--- config.mk ---
export PLATFORM = sky130hd
export DESIGN_NAME = multi_excl_lsu
export DESIGN_NICKNAME = d
export VERILOG_FILES = /design/src/design/lsu_pkg.sv /design/src/design/excl_monitor.sv /design/src/design/multi_excl_lsu.sv
export SDC_FILE = /design/constraint.sdc
export NUM_CORES = 1
export LEC_CHECK = 0
export CORE_MARGIN = 2
export CORE_UTILIZATION = 40
export CTS_CLUSTER_SIZE = 8
export DETAILED_ROUTE_END_ITERATION = 8
export DONT_BUFFER_PORTS = 1
export PLACE_DENSITY = 0.56
export SLEW_MARGIN = 20
export SYNTH_ARGS = -nofsm -noshare
export SYNTH_HDL_FRONTEND = slang
export SYNTH_SLANG_ARGS = --single-unit
--- constraint.sdc ---
create_clock -name clk_in -period 4.3 [get_ports clk_in]
set_input_delay 0.43 -clock clk_in [delete_from_list [all_inputs] [get_ports clk_in]]
set_output_delay 0.43 -clock clk_in [all_outputs]
set_load 0.01 [all_outputs]
--- src/design/lsu_pkg.sv ---
// shared constants and types for the multiple and exclusive load/store unit
// assumes a 16-entry register file and a word-wide memory port on the core
// Operation
// - stack save stores highest register first, highest register at highest address
// - stack restore loads lowest register first, lowest register from lowest address
// - save is decrement-after store, restore increment-after load, stack pointer gets final address
// - a loaded program counter needs bit 0 set; branch goes to halfword address; the code does not check bit 0 and branches either way
// - exclusive loads read a word, a byte or a halfword
// - exclusive store status is 0 when performed, 1 when not performed
// - exclusive store succeeds only if nobody touched the location meanwhile
// - after clear-exclusive the next exclusive store fails, writes nothing, status 1
// - none of these operations alter the condition flags
// - increment-after walks word addresses upward, writeback is base plus 4 times count less one
`default_nettype none

package lsu_pkg;
    // ========================================================
    // register numbers and data layout
    localparam logic [3:0] REG_SP = 4'hD;
    localparam logic [3:0] REG_LR = 4'hE;
    localparam logic [3:0] REG_PC = 4'hF;
    localparam logic [31:0] WORD_STEP = 32'h0000_0004;
    localparam logic [31:0] STATUS_DONE = 32'h0000_0000;
    localparam logic [31:0] STATUS_FAILED = 32'h0000_0001;

    // ========================================================
    // operations, sizes, kinds and states
    typedef enum logic [3:0] {
        OP_MULTI_LOAD_IA = 4'h0,
        OP_MULTI_STORE_IA = 4'h1,
        OP_MULTI_LOAD_DB = 4'h2,
        OP_MULTI_STORE_DB = 4'h3,
        OP_EXCL_LOAD = 4'h4,
        OP_EXCL_STORE = 4'h5,
        OP_CLEAR_EXCL = 4'h6,
        OP_STACK_SAVE = 4'h7,
        OP_STACK_RESTORE = 4'h8
    } op_t;

    typedef enum logic [1:0] {
        SIZE_BYTE = 2'h0,
        SIZE_HALF = 2'h1,
        SIZE_WORD = 2'h2
    } size_t;

    typedef enum logic [1:0] {
        KIND_MULTI = 2'h0,
        KIND_EXCL_LOAD = 2'h1,
        KIND_EXCL_STORE = 2'h2
    } kind_t;

    typedef enum logic [1:0] {
        ST_IDLE = 2'h0,
        ST_ACCESS = 2'h1,
        ST_WAIT = 2'h2,
        ST_FINISH = 2'h3
    } state_t;

    // one command as handed over by the decoder
    typedef struct packed {
        op_t op;
        size_t size;
        logic writeback;
        logic [3:0] base_idx;
        logic [31:0] base_val;
        logic [15:0] reg_list;
        logic [3:0] xfer_idx;
        logic [3:0] status_idx;
        logic [7:0] offset_words;
    } cmd_t;
endpackage : lsu_pkg

`default_nettype wire

--- src/design/excl_monitor.sv ---
// local exclusive monitor: one reservation of address and size
// assumes snoop pulses come from other masters writing the shared memory
`default_nettype none

module excl_monitor (
    input wire logic clk_in,
    input wire logic rstn_in,
    input wire logic arm_in,
    input wire logic [31:0] arm_addr_in,
    input wire lsu_pkg::size_t arm_size_in,
    input wire logic disarm_in,
    input wire logic snoop_in,
    input wire logic [31:0] snoop_addr_in,
    input wire logic [31:0] probe_addr_in,
    input wire lsu_pkg::size_t probe_size_in,
    output logic armed_out,
    output logic pass_out
);
    logic armed_reg;
    logic armed_next;
    logic [31:0] addr_reg;
    logic [31:0] addr_next;
    lsu_pkg::size_t size_reg;
    lsu_pkg::size_t size_next;

    // ========================================================
    // reservation: arming beats a clear in the same cycle
    always_comb begin
        armed_next = armed_reg;
        addr_next = addr_reg;
        size_next = size_reg;
        if (disarm_in) begin
            armed_next = 1'b0;
        end
        if (snoop_in && snoop_addr_in == addr_reg) begin
            armed_next = 1'b0;
        end
        if (arm_in) begin
            armed_next = 1'b1;
            addr_next = arm_addr_in;
            size_next = arm_size_in;
        end
    end

    always_ff @(posedge clk_in) begin
        if (!rstn_in) begin
            armed_reg <= 1'b0;
            addr_reg <= 32'h0000_0000;
            size_reg <= lsu_pkg::SIZE_WORD;
        end else begin
            armed_reg <= armed_next;
            addr_reg <= addr_next;
            size_reg <= size_next;
        end
    end

    // mismatched address or size also fails, rather than guessing
    assign pass_out = armed_reg && addr_reg == probe_addr_in && size_reg == probe_size_in;
    assign armed_out = armed_reg;
endmodule : excl_monitor

`default_nettype wire

--- src/design/multi_excl_lsu.sv ---
// load/store sequencer for multiple, stack and exclusive transfers
// assumes register file reads asynchronously and memory answers with mem_ack_in
`default_nettype none

module multi_excl_lsu #(
    parameter int DATA_W = 32,
    parameter int LIST_W = 16
) (
    input wire logic clk_in,
    input wire logic rstn_in,
    input wire logic cmd_valid_in,
    input wire lsu_pkg::cmd_t cmd_in,
    output logic cmd_ready_out,
    output logic done_out,
    output logic [3:0] rf_rd_idx_out,
    input wire logic [31:0] rf_rd_data_in,
    output logic rf_wr_en_out,
    output logic [3:0] rf_wr_idx_out,
    output logic [31:0] rf_wr_data_out,
    output logic mem_req_out,
    output logic mem_write_out,
    output lsu_pkg::size_t mem_size_out,
    output logic [31:0] mem_addr_out,
    output logic [31:0] mem_wdata_out,
    input wire logic mem_ack_in,
    input wire logic [31:0] mem_rdata_in,
    input wire logic snoop_in,
    input wire logic [31:0] snoop_addr_in,
    output logic branch_out,
    output logic [31:0] branch_addr_out,
    output logic reserved_out
);
    // ========================================================
    // elaboration checks
    if (DATA_W != 32 || LIST_W != 16) begin : g_bad_param
        $error("only a 32-bit word and a 16-register list are supported");
    end

    // ========================================================
    // list helpers
    function automatic logic [3:0] lowest_set(input logic [15:0] list);
        logic [3:0] idx;
        idx = 4'h0;
        for (int i = 15; i >= 0; i--) begin
            if (list[i]) idx = 4'(i);
        end
        return idx;
    endfunction : lowest_set

    function automatic logic [3:0] highest_set(input logic [15:0] list);
        logic [3:0] idx;
        idx = 4'h0;
        for (int i = 0; i < 16; i++) begin
            if (list[i]) idx = 4'(i);
        end
        return idx;
    endfunction : highest_set

    lsu_pkg::state_t state_reg, state_next;
    lsu_pkg::kind_t kind_reg, kind_next;
    lsu_pkg::size_t size_reg, size_next;
    logic load_reg, load_next;
    logic decr_reg, decr_next;
    logic wb_reg, wb_next;
    logic [3:0] base_idx_reg, base_idx_next;
    logic [3:0] status_idx_reg, status_idx_next;
    logic [31:0] status_val_reg, status_val_next;
    logic [15:0] remaining_reg, remaining_next;
    logic [31:0] addr_reg, addr_next;
    logic ready_reg, ready_next;
    logic done_reg, done_next;
    logic [3:0] rd_idx_reg, rd_idx_next;
    logic wr_en_reg, wr_en_next;
    logic [3:0] wr_idx_reg, wr_idx_next;
    logic [31:0] wr_data_reg, wr_data_next;
    logic req_reg, req_next;
    logic write_reg, write_next;
    lsu_pkg::size_t msize_reg, msize_next;
    logic [31:0] maddr_reg, maddr_next;
    logic [31:0] wdata_reg, wdata_next;
    logic branch_reg, branch_next;
    logic [31:0] baddr_reg, baddr_next;
    logic mon_arm, mon_disarm, mon_pass, mon_armed;
    logic [31:0] excl_addr;
    logic [31:0] load_val;
    logic [15:0] left_after;
    logic accept;

    assign accept = cmd_valid_in && ready_reg;
    // offset counts words, so 0 to 255 words covers byte offsets 0 to 1020
    assign excl_addr = cmd_in.base_val + {22'h0, cmd_in.offset_words, 2'b00};
    assign left_after = remaining_reg & ~(16'h0001 << rd_idx_reg);

    excl_monitor u_monitor (
        .clk_in(clk_in),
        .rstn_in(rstn_in),
        .arm_in(mon_arm),
        .arm_addr_in(addr_reg),
        .arm_size_in(size_reg),
        .disarm_in(mon_disarm),
        .snoop_in(snoop_in),
        .snoop_addr_in(snoop_addr_in),
        .probe_addr_in(excl_addr),
        .probe_size_in(cmd_in.size),
        .armed_out(mon_armed),
        .pass_out(mon_pass)
    );

    // ========================================================
    // loaded data, zero extended from the low lanes
    always_comb begin
        case (size_reg)
            lsu_pkg::SIZE_BYTE: load_val = {24'h0, mem_rdata_in[7:0]};
            lsu_pkg::SIZE_HALF: load_val = {16'h0, mem_rdata_in[15:0]};
            default: load_val = mem_rdata_in;
        endcase
    end

    // ========================================================
    // sequencer next state; no path here touches condition flags
    always_comb begin
        state_next = state_reg;
        kind_next = kind_reg;
        size_next = size_reg;
        load_next = load_reg;
        decr_next = decr_reg;
        wb_next = wb_reg;
        base_idx_next = base_idx_reg;
        status_idx_next = status_idx_reg;
        status_val_next = status_val_reg;
        remaining_next = remaining_reg;
        addr_next = addr_reg;
        ready_next = ready_reg;
        done_next = 1'b0;
        rd_idx_next = rd_idx_reg;
        wr_en_next = 1'b0;
        wr_idx_next = wr_idx_reg;
        wr_data_next = wr_data_reg;
        req_next = req_reg;
        write_next = write_reg;
        msize_next = msize_reg;
        maddr_next = maddr_reg;
        wdata_next = wdata_reg;
        branch_next = 1'b0;
        baddr_next = baddr_reg;
        mon_arm = 1'b0;
        mon_disarm = 1'b0;
        case (state_reg)
            lsu_pkg::ST_IDLE: begin
                if (accept) begin
                    ready_next = 1'b0;
                    state_next = lsu_pkg::ST_ACCESS;
                    kind_next = lsu_pkg::KIND_MULTI;
                    size_next = lsu_pkg::SIZE_WORD;
                    load_next = cmd_in.op == lsu_pkg::OP_MULTI_LOAD_IA || cmd_in.op == lsu_pkg::OP_MULTI_LOAD_DB
                        || cmd_in.op == lsu_pkg::OP_STACK_RESTORE || cmd_in.op == lsu_pkg::OP_EXCL_LOAD;
                    decr_next = cmd_in.op == lsu_pkg::OP_MULTI_STORE_DB || cmd_in.op == lsu_pkg::OP_MULTI_LOAD_DB
                        || cmd_in.op == lsu_pkg::OP_STACK_SAVE;
                    wb_next = cmd_in.writeback;
                    base_idx_next = cmd_in.base_idx;
                    status_idx_next = cmd_in.status_idx;
                    remaining_next = cmd_in.reg_list;
                    addr_next = cmd_in.base_val;
                    case (cmd_in.op)
                        lsu_pkg::OP_STACK_SAVE, lsu_pkg::OP_STACK_RESTORE: begin
                            base_idx_next = lsu_pkg::REG_SP;
                            wb_next = 1'b1;
                        end
                        lsu_pkg::OP_EXCL_LOAD, lsu_pkg::OP_EXCL_STORE: begin
                            kind_next = cmd_in.op == lsu_pkg::OP_EXCL_LOAD ? lsu_pkg::KIND_EXCL_LOAD
                                : lsu_pkg::KIND_EXCL_STORE;
                            size_next = cmd_in.size;
                            wb_next = 1'b0;
                            remaining_next = 16'h0001 << cmd_in.xfer_idx;
                            addr_next = excl_addr;
                            status_val_next = lsu_pkg::STATUS_DONE;
                            if (cmd_in.op == lsu_pkg::OP_EXCL_STORE) begin
                                mon_disarm = 1'b1;
                                if (!mon_pass) begin
                                    status_val_next = lsu_pkg::STATUS_FAILED;
                                    state_next = lsu_pkg::ST_FINISH;
                                end
                            end
                        end
                        lsu_pkg::OP_CLEAR_EXCL: begin
                            mon_disarm = 1'b1;
                            done_next = 1'b1;
                            ready_next = 1'b1;
                            state_next = lsu_pkg::ST_IDLE;
                        end
                        default: begin
                        end
                    endcase
                    // an empty list has nothing to move; finish without writeback
                    if (cmd_in.op != lsu_pkg::OP_CLEAR_EXCL && remaining_next == 16'h0000) begin
                        wb_next = 1'b0;
                        state_next = lsu_pkg::ST_FINISH;
                    end
                    rd_idx_next = decr_next ? highest_set(remaining_next) : lowest_set(remaining_next);
                end
            end
            lsu_pkg::ST_ACCESS: begin
                req_next = 1'b1;
                write_next = !load_reg;
                msize_next = size_reg;
                maddr_next = addr_reg;
                wdata_next = rf_rd_data_in;
                state_next = lsu_pkg::ST_WAIT;
            end
            lsu_pkg::ST_WAIT: begin
                if (mem_ack_in) begin
                    req_next = 1'b0;
                    remaining_next = left_after;
                    if (load_reg && rd_idx_reg == lsu_pkg::REG_PC) begin
                        branch_next = 1'b1;
                        baddr_next = {load_val[31:1], 1'b0};
                    end else if (load_reg) begin
                        wr_en_next = 1'b1;
                        wr_idx_next = rd_idx_reg;
                        wr_data_next = load_val;
                    end
                    if (kind_reg == lsu_pkg::KIND_EXCL_LOAD) begin
                        mon_arm = 1'b1;
                    end
                    if (left_after == 16'h0000) begin
                        state_next = lsu_pkg::ST_FINISH;
                    end else begin
                        state_next = lsu_pkg::ST_ACCESS;
                        rd_idx_next = decr_reg ? highest_set(left_after) : lowest_set(left_after);
                        addr_next = decr_reg ? addr_reg - lsu_pkg::WORD_STEP : addr_reg + lsu_pkg::WORD_STEP;
                    end
                end
            end
            lsu_pkg::ST_FINISH: begin
                if (kind_reg == lsu_pkg::KIND_EXCL_STORE) begin
                    wr_en_next = 1'b1;
                    wr_idx_next = status_idx_reg;
                    wr_data_next = status_val_reg;
                end else if (wb_reg) begin
                    // addr_reg still holds the final access address
                    wr_en_next = 1'b1;
                    wr_idx_next = base_idx_reg;
                    wr_data_next = addr_reg;
                end
                done_next = 1'b1;
                ready_next = 1'b1;
                state_next = lsu_pkg::ST_IDLE;
            end
            default: begin
                state_next = lsu_pkg::ST_IDLE;
                ready_next = 1'b1;
            end
        endcase
    end

    // ========================================================
    // state registers
    always_ff @(posedge clk_in) begin
        if (!rstn_in) begin
            state_reg <= lsu_pkg::ST_IDLE;
            kind_reg <= lsu_pkg::KIND_MULTI;
            size_reg <= lsu_pkg::SIZE_WORD;
            load_reg <= 1'b0;
            decr_reg <= 1'b0;
            wb_reg <= 1'b0;
            base_idx_reg <= 4'h0;
            status_idx_reg <= 4'h0;
            status_val_reg <= 32'h0000_0000;
            remaining_reg <= 16'h0000;
            addr_reg <= 32'h0000_0000;
            ready_reg <= 1'b0;
            done_reg <= 1'b0;
            rd_idx_reg <= 4'h0;
            wr_en_reg <= 1'b0;
            wr_idx_reg <= 4'h0;
            wr_data_reg <= 32'h0000_0000;
            req_reg <= 1'b0;
            write_reg <= 1'b0;
            msize_reg <= lsu_pkg::SIZE_WORD;
            maddr_reg <= 32'h0000_0000;
            wdata_reg <= 32'h0000_0000;
            branch_reg <= 1'b0;
            baddr_reg <= 32'h0000_0000;
        end else begin
            state_reg <= state_next;
            kind_reg <= kind_next;
            size_reg <= size_next;
            load_reg <= load_next;
            decr_reg <= decr_next;
            wb_reg <= wb_next;
            base_idx_reg <= base_idx_next;
            status_idx_reg <= status_idx_next;
            status_val_reg <= status_val_next;
            remaining_reg <= remaining_next;
            addr_reg <= addr_next;
            ready_reg <= state_next == lsu_pkg::ST_IDLE ? 1'b1 : ready_next;
            done_reg <= done_next;
            rd_idx_reg <= rd_idx_next;
            wr_en_reg <= wr_en_next;
            wr_idx_reg <= wr_idx_next;
            wr_data_reg <= wr_data_next;
            req_reg <= req_next;
            write_reg <= write_next;
            msize_reg <= msize_next;
            maddr_reg <= maddr_next;
            wdata_reg <= wdata_next;
            branch_reg <= branch_next;
            baddr_reg <= baddr_next;
        end
    end

    assign cmd_ready_out = ready_reg;
    assign done_out = done_reg;
    assign rf_rd_idx_out = rd_idx_reg;
    assign rf_wr_en_out = wr_en_reg;
    assign rf_wr_idx_out = wr_idx_reg;
    assign rf_wr_data_out = wr_data_reg;
    assign mem_req_out = req_reg;
    assign mem_write_out = write_reg;
    assign mem_size_out = msize_reg;
    assign mem_addr_out = maddr_reg;
    assign mem_wdata_out = wdata_reg;
    assign branch_out = branch_reg;
    assign branch_addr_out = baddr_reg;
    assign reserved_out = mon_armed;
endmodule : multi_excl_lsu

`default_nettype wire

==> Word-level counts from Yosys, hierarchy flattened <==
Index checks and enable logic that the tools add are counted.
{ "word_totals": {"regBits": 275, "in_bits": 176, "out_inout_bits": 145, "elab_cells": 227} }
{ "op_classes": {"n_addsub": 3, "n_eq_ne": 25, "shifts": 2, "n_mux": 134, "bitwise": 2, "reduce_logical": 34} }
{ "op_table": {"columns": ["op", "n"], "rows": [
  ["$mux W32", 10],
  ["$mux W4", 71],
  ["$pmux W32 S2", 3],
  ["$mux W16", 5],
  ["$eq A32 B32 Y1", 2],
  ["$add A32 B10 Y32", 1],
  ["$add A32 B3 Y32 const B", 1],
  ["$logic_not A16 Y1", 2],
  ["$pmux W16 S2", 1],
  ["$shl A1 B4 Y16 const A", 2],
  ["$sub A32 B3 Y32 const B", 1],
  ["$mux W1", 25],
  ["$mux W2", 9],
  ["$and A16 B16 Y16", 1],
  ["$eq A4 B3 Y1 const B", 4],
  ["$not A16 Y16", 1],
  ["$pmux W4 S2", 2],
  ["$pmux W1 S2", 6],
  ["$reduce_and A3 Y1", 4],
  ["$ne A2 B2 Y1 const B", 5],
  ["$eq A4 B2 Y1 const B", 2],
  ["$eq A4 B4 Y1 const B", 2],
  ["$pmux W2 S4", 1],
  ["$eq A2 B1 Y1 const B", 3],
  ["16 further kinds", 36]
]} }

==> Longest topological paths before layout <==
{ "logic_depth": {"word_depth": 24, "mapped_depth": 13, "depth_no_buf": 11} }

==> By module <==
From an unflattened synthesis, not the netlist that was laid out.
{ "hier_totals": {"cells_unflattened": 1800, "hier_area_um2": 14535.2} }
{ "by_module_without_submodules": {"columns": ["mod", "n_inst", "cells_per_inst", "area_each_um2", "seq_area_each_um2"], "rows": [
  ["multi_excl_lsu", 1, 1598, 12515.8, 4184.0],
  ["excl_monitor", 1, 202, 2019.4, 700.7]
]} }

==> Worst setup path before layout <==
No wires, ideal clock.
{ "synth_path": {"path_kind": "register to register", "startpoint": "register decr_reg", "endpoint": "register addr_reg[24]", "setup_ps": 137, "arrival_ps": 3083, "required_ps": 4163, "slack_ps": 1080, "stages_incl_launch_ff": 12, "path_buffers": 1, "period_less_slack_ps": 3220, "cell_sequence": "dfxtp_1 > clkbuf_1 > inv_1 > fa_1 > nor2b_1 > o31a_1 > o2111ai_1 > a21oi_1 > o21ai_0 > a21boi_0 > mux2i_1 > a31oi_1"} }
{ "synth_between": {"elab_chain_len": 4} }
{ "synth_rtl": {"columns": ["item", "line", "rtl"], "rows": [
  ["start, declared", "multi_excl_lsu.sv:63", "logic decr_reg, decr_next;"],
  ["start signal, assigned", "multi_excl_lsu.sv:289", "decr_reg <= decr_next;"],
  ["$mux W32", "multi_excl_lsu.sv:230", "addr_next = decr_reg ? addr_reg - lsu_pkg::WORD_STEP : addr_reg + lsu_pkg::WORD_STEP;"],
  ["$mux W32", "multi_excl_lsu.sv:225", "if (left_after == 16'h0000) begin"],
  ["$mux W32", "multi_excl_lsu.sv:211", "if (mem_ack_in) begin"],
  ["$pmux W32 S2", "multi_excl_lsu.sv:148", "case (state_reg)"],
  ["end signal, assigned", "multi_excl_lsu.sv:295", "addr_reg <= addr_next;"],
  ["end, declared", "multi_excl_lsu.sv:69", "logic [31:0] addr_reg, addr_next;"]
]} }
No other way between the ends. The select of a mux whose other input is x is not followed.
A chain may end at the register's enable or synchronous reset.

==> Worst setup path after layout <==
{ "layout_path": {"startpoint": "register rd_idx_reg[0] (netlist: rf_rd_idx_out[0])", "endpoint": "register addr_reg[11]"} }
{ "layout_between": {"elab_chain_len": 6} }
{ "layout_rtl": {"columns": ["item", "line", "rtl"], "rows": [
  ["start, declared", "multi_excl_lsu.sv:72", "logic [3:0] rd_idx_reg, rd_idx_next;"],
  ["start signal, assigned", "multi_excl_lsu.sv:298", "rd_idx_reg <= rd_idx_next;"],
  ["$shl A1 B4 Y16", "multi_excl_lsu.sv:92", "assign left_after = remaining_reg & ~(16'h0001 << rd_idx_reg);"],
  ["$not A16 Y16", "multi_excl_lsu.sv:92", null],
  ["$and A16 B16 Y16", "multi_excl_lsu.sv:92", null],
  ["$logic_not A16 Y1", "multi_excl_lsu.sv:225", null],
  ["$ne A2 B2 Y1 (no line)", null, null],
  ["$reduce_and A4 Y1 (no line)", null, null]
]} }
No other way between the ends.

==> metrics.cfg <==
[synthesis]
ys_warn_count = 0
synth_compound_area_frac = 0.2154
async_flop_share = 0
synth_top_area_share = 0.3314
synth-xor-area-share = 0.06570
synth_top_area_cell = dfxtp_1
synth_top_family_by_area = simple AND/OR/NAND/NOR gates
yosys-mux-area-fraction = 0.07046
syn-cell-area_sq_um = 14740
synth_edf_count = 0
synthTopCellsByArea = dfxtp_1 (33%), mux2i_1 (6.6%), nand2_1 (6.5%)
synthesis.nets = 2112
synthAdderAreaFrac = 0.03735
synth_cells = 1894
synth_seq_cells = 244
yosys_most_used_dff = dfxtp_1
yosys.area_share.simple = 0.2344
yosysSeqAreaShare = 0.3314
ys_types = 91
syn_area_per_cell_sq_um = 7.782

[cts]
clkSlewWorstSetupHoldPaths_ns = 0.05
clk_path_buf_depth = 3
cts.sinks = 244
htree_levels = 2
numCtsBuffers = 36
clockRootBuffer = clkbuf_16
cts_tree = done
clk_latency_ns = 0.52
post_cts_buffers = 0

[sta]
hold-worst-slack_ns = 0.05262
max_freq_mhz = 283.8
rsz0062_at_grt = no
hold_violations = 0
fin_ws_ns = 0.7770
setup_tns_ns = 0
skew_ns = 0.02299
fin_crit_sh = 0.8193
relSlewSlack = 0.3508
setup_viol = 0
worst_pin_slew_ns = 0.9738
slew_viol_final = 0
period_needed_ns = 3.523

[route]
drc = 0
drt_pass1_iterations = 5
via_count = 13640
vias_per_cell = 5.935
drtIter0Drc = 906
antenna_left = 0
wire_per_inst_microns = 22.02
routed_wirelength_microns = 50610

[critical_path]
r2r_start = rf_rd_idx_out[0]
worst-setup-path-type = flip-flop to flip-flop
cp_max_fo = 17
worstSetupEndpointType = flip-flop
r2r_cells = 9
worstSetupEndpoint = addr_reg[11]
r2r_setup_slack_ns = 0.78
critPathLaunch = rf_rd_idx_out[0]
reg2reg_to = addr_reg[11]
startpoint_type = flip-flop
cp_data_arrival_time_ns = 3.87
required_ns = 4.65

[die]
die_area_sq_um = 38400
die_height_microns = 196.0
core-area_sq_um = 36430
num_rows = 70
dieWidth_microns = 196.0
num_io_pins = 321
initial_core_util = 0.4045

[global_route]
grt_pass1_vias = 13150
grt_max_degree = 124
grt_first_pass_wirelength_microns = 76620
grtUsageTotal = 0.2540
antenna_found_initial = 0
grt_overflow = 0

[pwr]
power.total_mw = 8.407
peakVddDrop_mv = 0.3060
p_switching_mw = 3.207
p_leak_nw = 5.697
netSwitchingFraction = 0.3815
combPwrFrac = 0.320
p_seq_frac = 0.377
p_clk_frac = 0.303
p_per_area_nw_per_um2 = 523.5
p_int_mw = 5.200

[place]
post-place-ws_ns = 0.5737
portBuffers = 0
place_hpwl_microns = 37530
gp_congestion = 0.9425

[cells_and_area]
drive_gt1_frac = 0.05738
diodes = 0
utilization = 0.4408
area.growth.synth_to_final_pct = 8.964
fin_nets = 2046

[flow_run]
drv_cap = 0

[outcome]
outcome = finished, final reports clean

[min_path]
hold_path.class = input port to flip-flop

-- cells by family after synthesis --
family                   Yosys count
AND/OR/NAND/NOR                  735
AO/OA/AOI/OAI                    494
buffers and inverters            165
multiplexers                     103
adder cells (fa/ha/maj)           43
XOR/XNOR                         109
flip-flops                       244
other                              1
-- synthesized netlist by cell type (9+ instances only) --
master	count
a211oi_1	44
a21o_1	9
a21oi_1	179
a22oi_1	20
a31oi_1	23
buf_1	14
buf_2	20
clkbuf_1	94
dfxtp_1	244
ha_1	40
inv_1	31
mux2i_1	97
nand2_1	255
nand2b_1	15
nand3_1	67
nand4_1	16
nor2_1	219
nor2b_1	16
nor3_1	37
nor4_1	22
nor4b_1	9
o211ai_1	23
o21a_1	16
o21ai_0	69
o21ai_1	10
o31ai_1	10
xnor2_1	58
xor2_1	50
-- power groups by stage --
stage	Clock [mW]	Sequential, mW	Combinational [mW]
6_report	2.55	3.17	2.69
5_1_grt	2.70	3.20	3.00
4_1_cts	2.60	3.18	2.67
3_5_place_dp	0	3.22	2.67
3_3_place_gp	0	3.22	2.63
2_1_floorplan	0	2.93	2.13
-- area by class of cell --
| class | instances | area [sq um] |
|---|---|---|
| tap | 468 | 585.6 |
| fill | 3707 | 20370 |
| inverter | 32 | 125.1 |
| clock inverter | 4 | 75.07 |
| multi-input combinational | 1485 | 9244 |
| clock buffer | 36 | 900.9 |
| timing repair buffer | 29 | 245.2 |
| sequential | 244 | 4885 |
-- stage by stage --
step           cell area, sq um  instances
2_1_floorplan             14740       1894
3_3_place_gp              15070       2257
3_5_place_dp              15070       2257
4_1_cts                   16060       2298
5_1_grt                   16060       2298
6_report                  16060       2298
-- worst min path at each step --
stage / endpoint / depth (start not counted) / slack [ns] / startpoint
2_1_floorplan: status_idx_reg[0] / 2 / 0.44 / status_idx_reg[0]
3_3_place_gp: status_idx_reg[0] / 2 / 0.44 / status_idx_reg[0]
3_5_place_dp: status_idx_reg[1] / 2 / 0.45 / status_idx_reg[1]
4_1_cts: size_reg[1] / 2 / 0.03 / cmd_in[70]
5_1_grt: branch_addr_out[2] / 2 / 0.04 / mem_rdata_in[2]
6_report: size_reg[1] / 2 / 0.05 / cmd_in[70]
-- critical path, cell delays in order (launching register included) --
cell and delay, ns:
dfxtp_1 0.78, mux2_2 0.42, o32ai_2 0.36, o2111ai_1 0.26, nor3_1 0.46, o21a_1 0.53
buf_4 0.30, a21oi_1 0.05, o21ai_0 0.09, a21oi_1 0.09
-- routing by layer --
metal	GRT usage	up-vias	wire (microns)
met4	0.09343	0	1729
li1	-	6643	-
met1	0.3040	6491	20820
met5	0	-	0
met2	0.4580	413	25510
met3	0.04040	92	2545
-- cells in the final DEF, fill, tap and decap left out, drive strengths merged, types with 7 or more instances in the layout --
cell type and n:
a211oi 45, a21o 9, a21oi 179, a22oi 20
a311oi 7, a31oi 24, and2 7, buf 28
clkbuf 36, dfxtp 244, ha 40, inv 34
mux2i 97, nand2 255, nand2b 15, nand3 67
nand4 17, nor2 220, nor2b 16, nor3 39
nor3b 9, nor4 24, nor4b 9, o211ai 23
o21a 16, o21ai 79, o221ai 7, o31ai 10
or2 10, or3 7, xnor2 58, xor2 50
-- timing repair --
item / 4_1_cts / 5_1_grt
endpoints found under the hold margin: 3 / 0
hold buffers: 1 / 0
gates resized for setup: 0 / 0
Power figures use the tool's default switching activity.
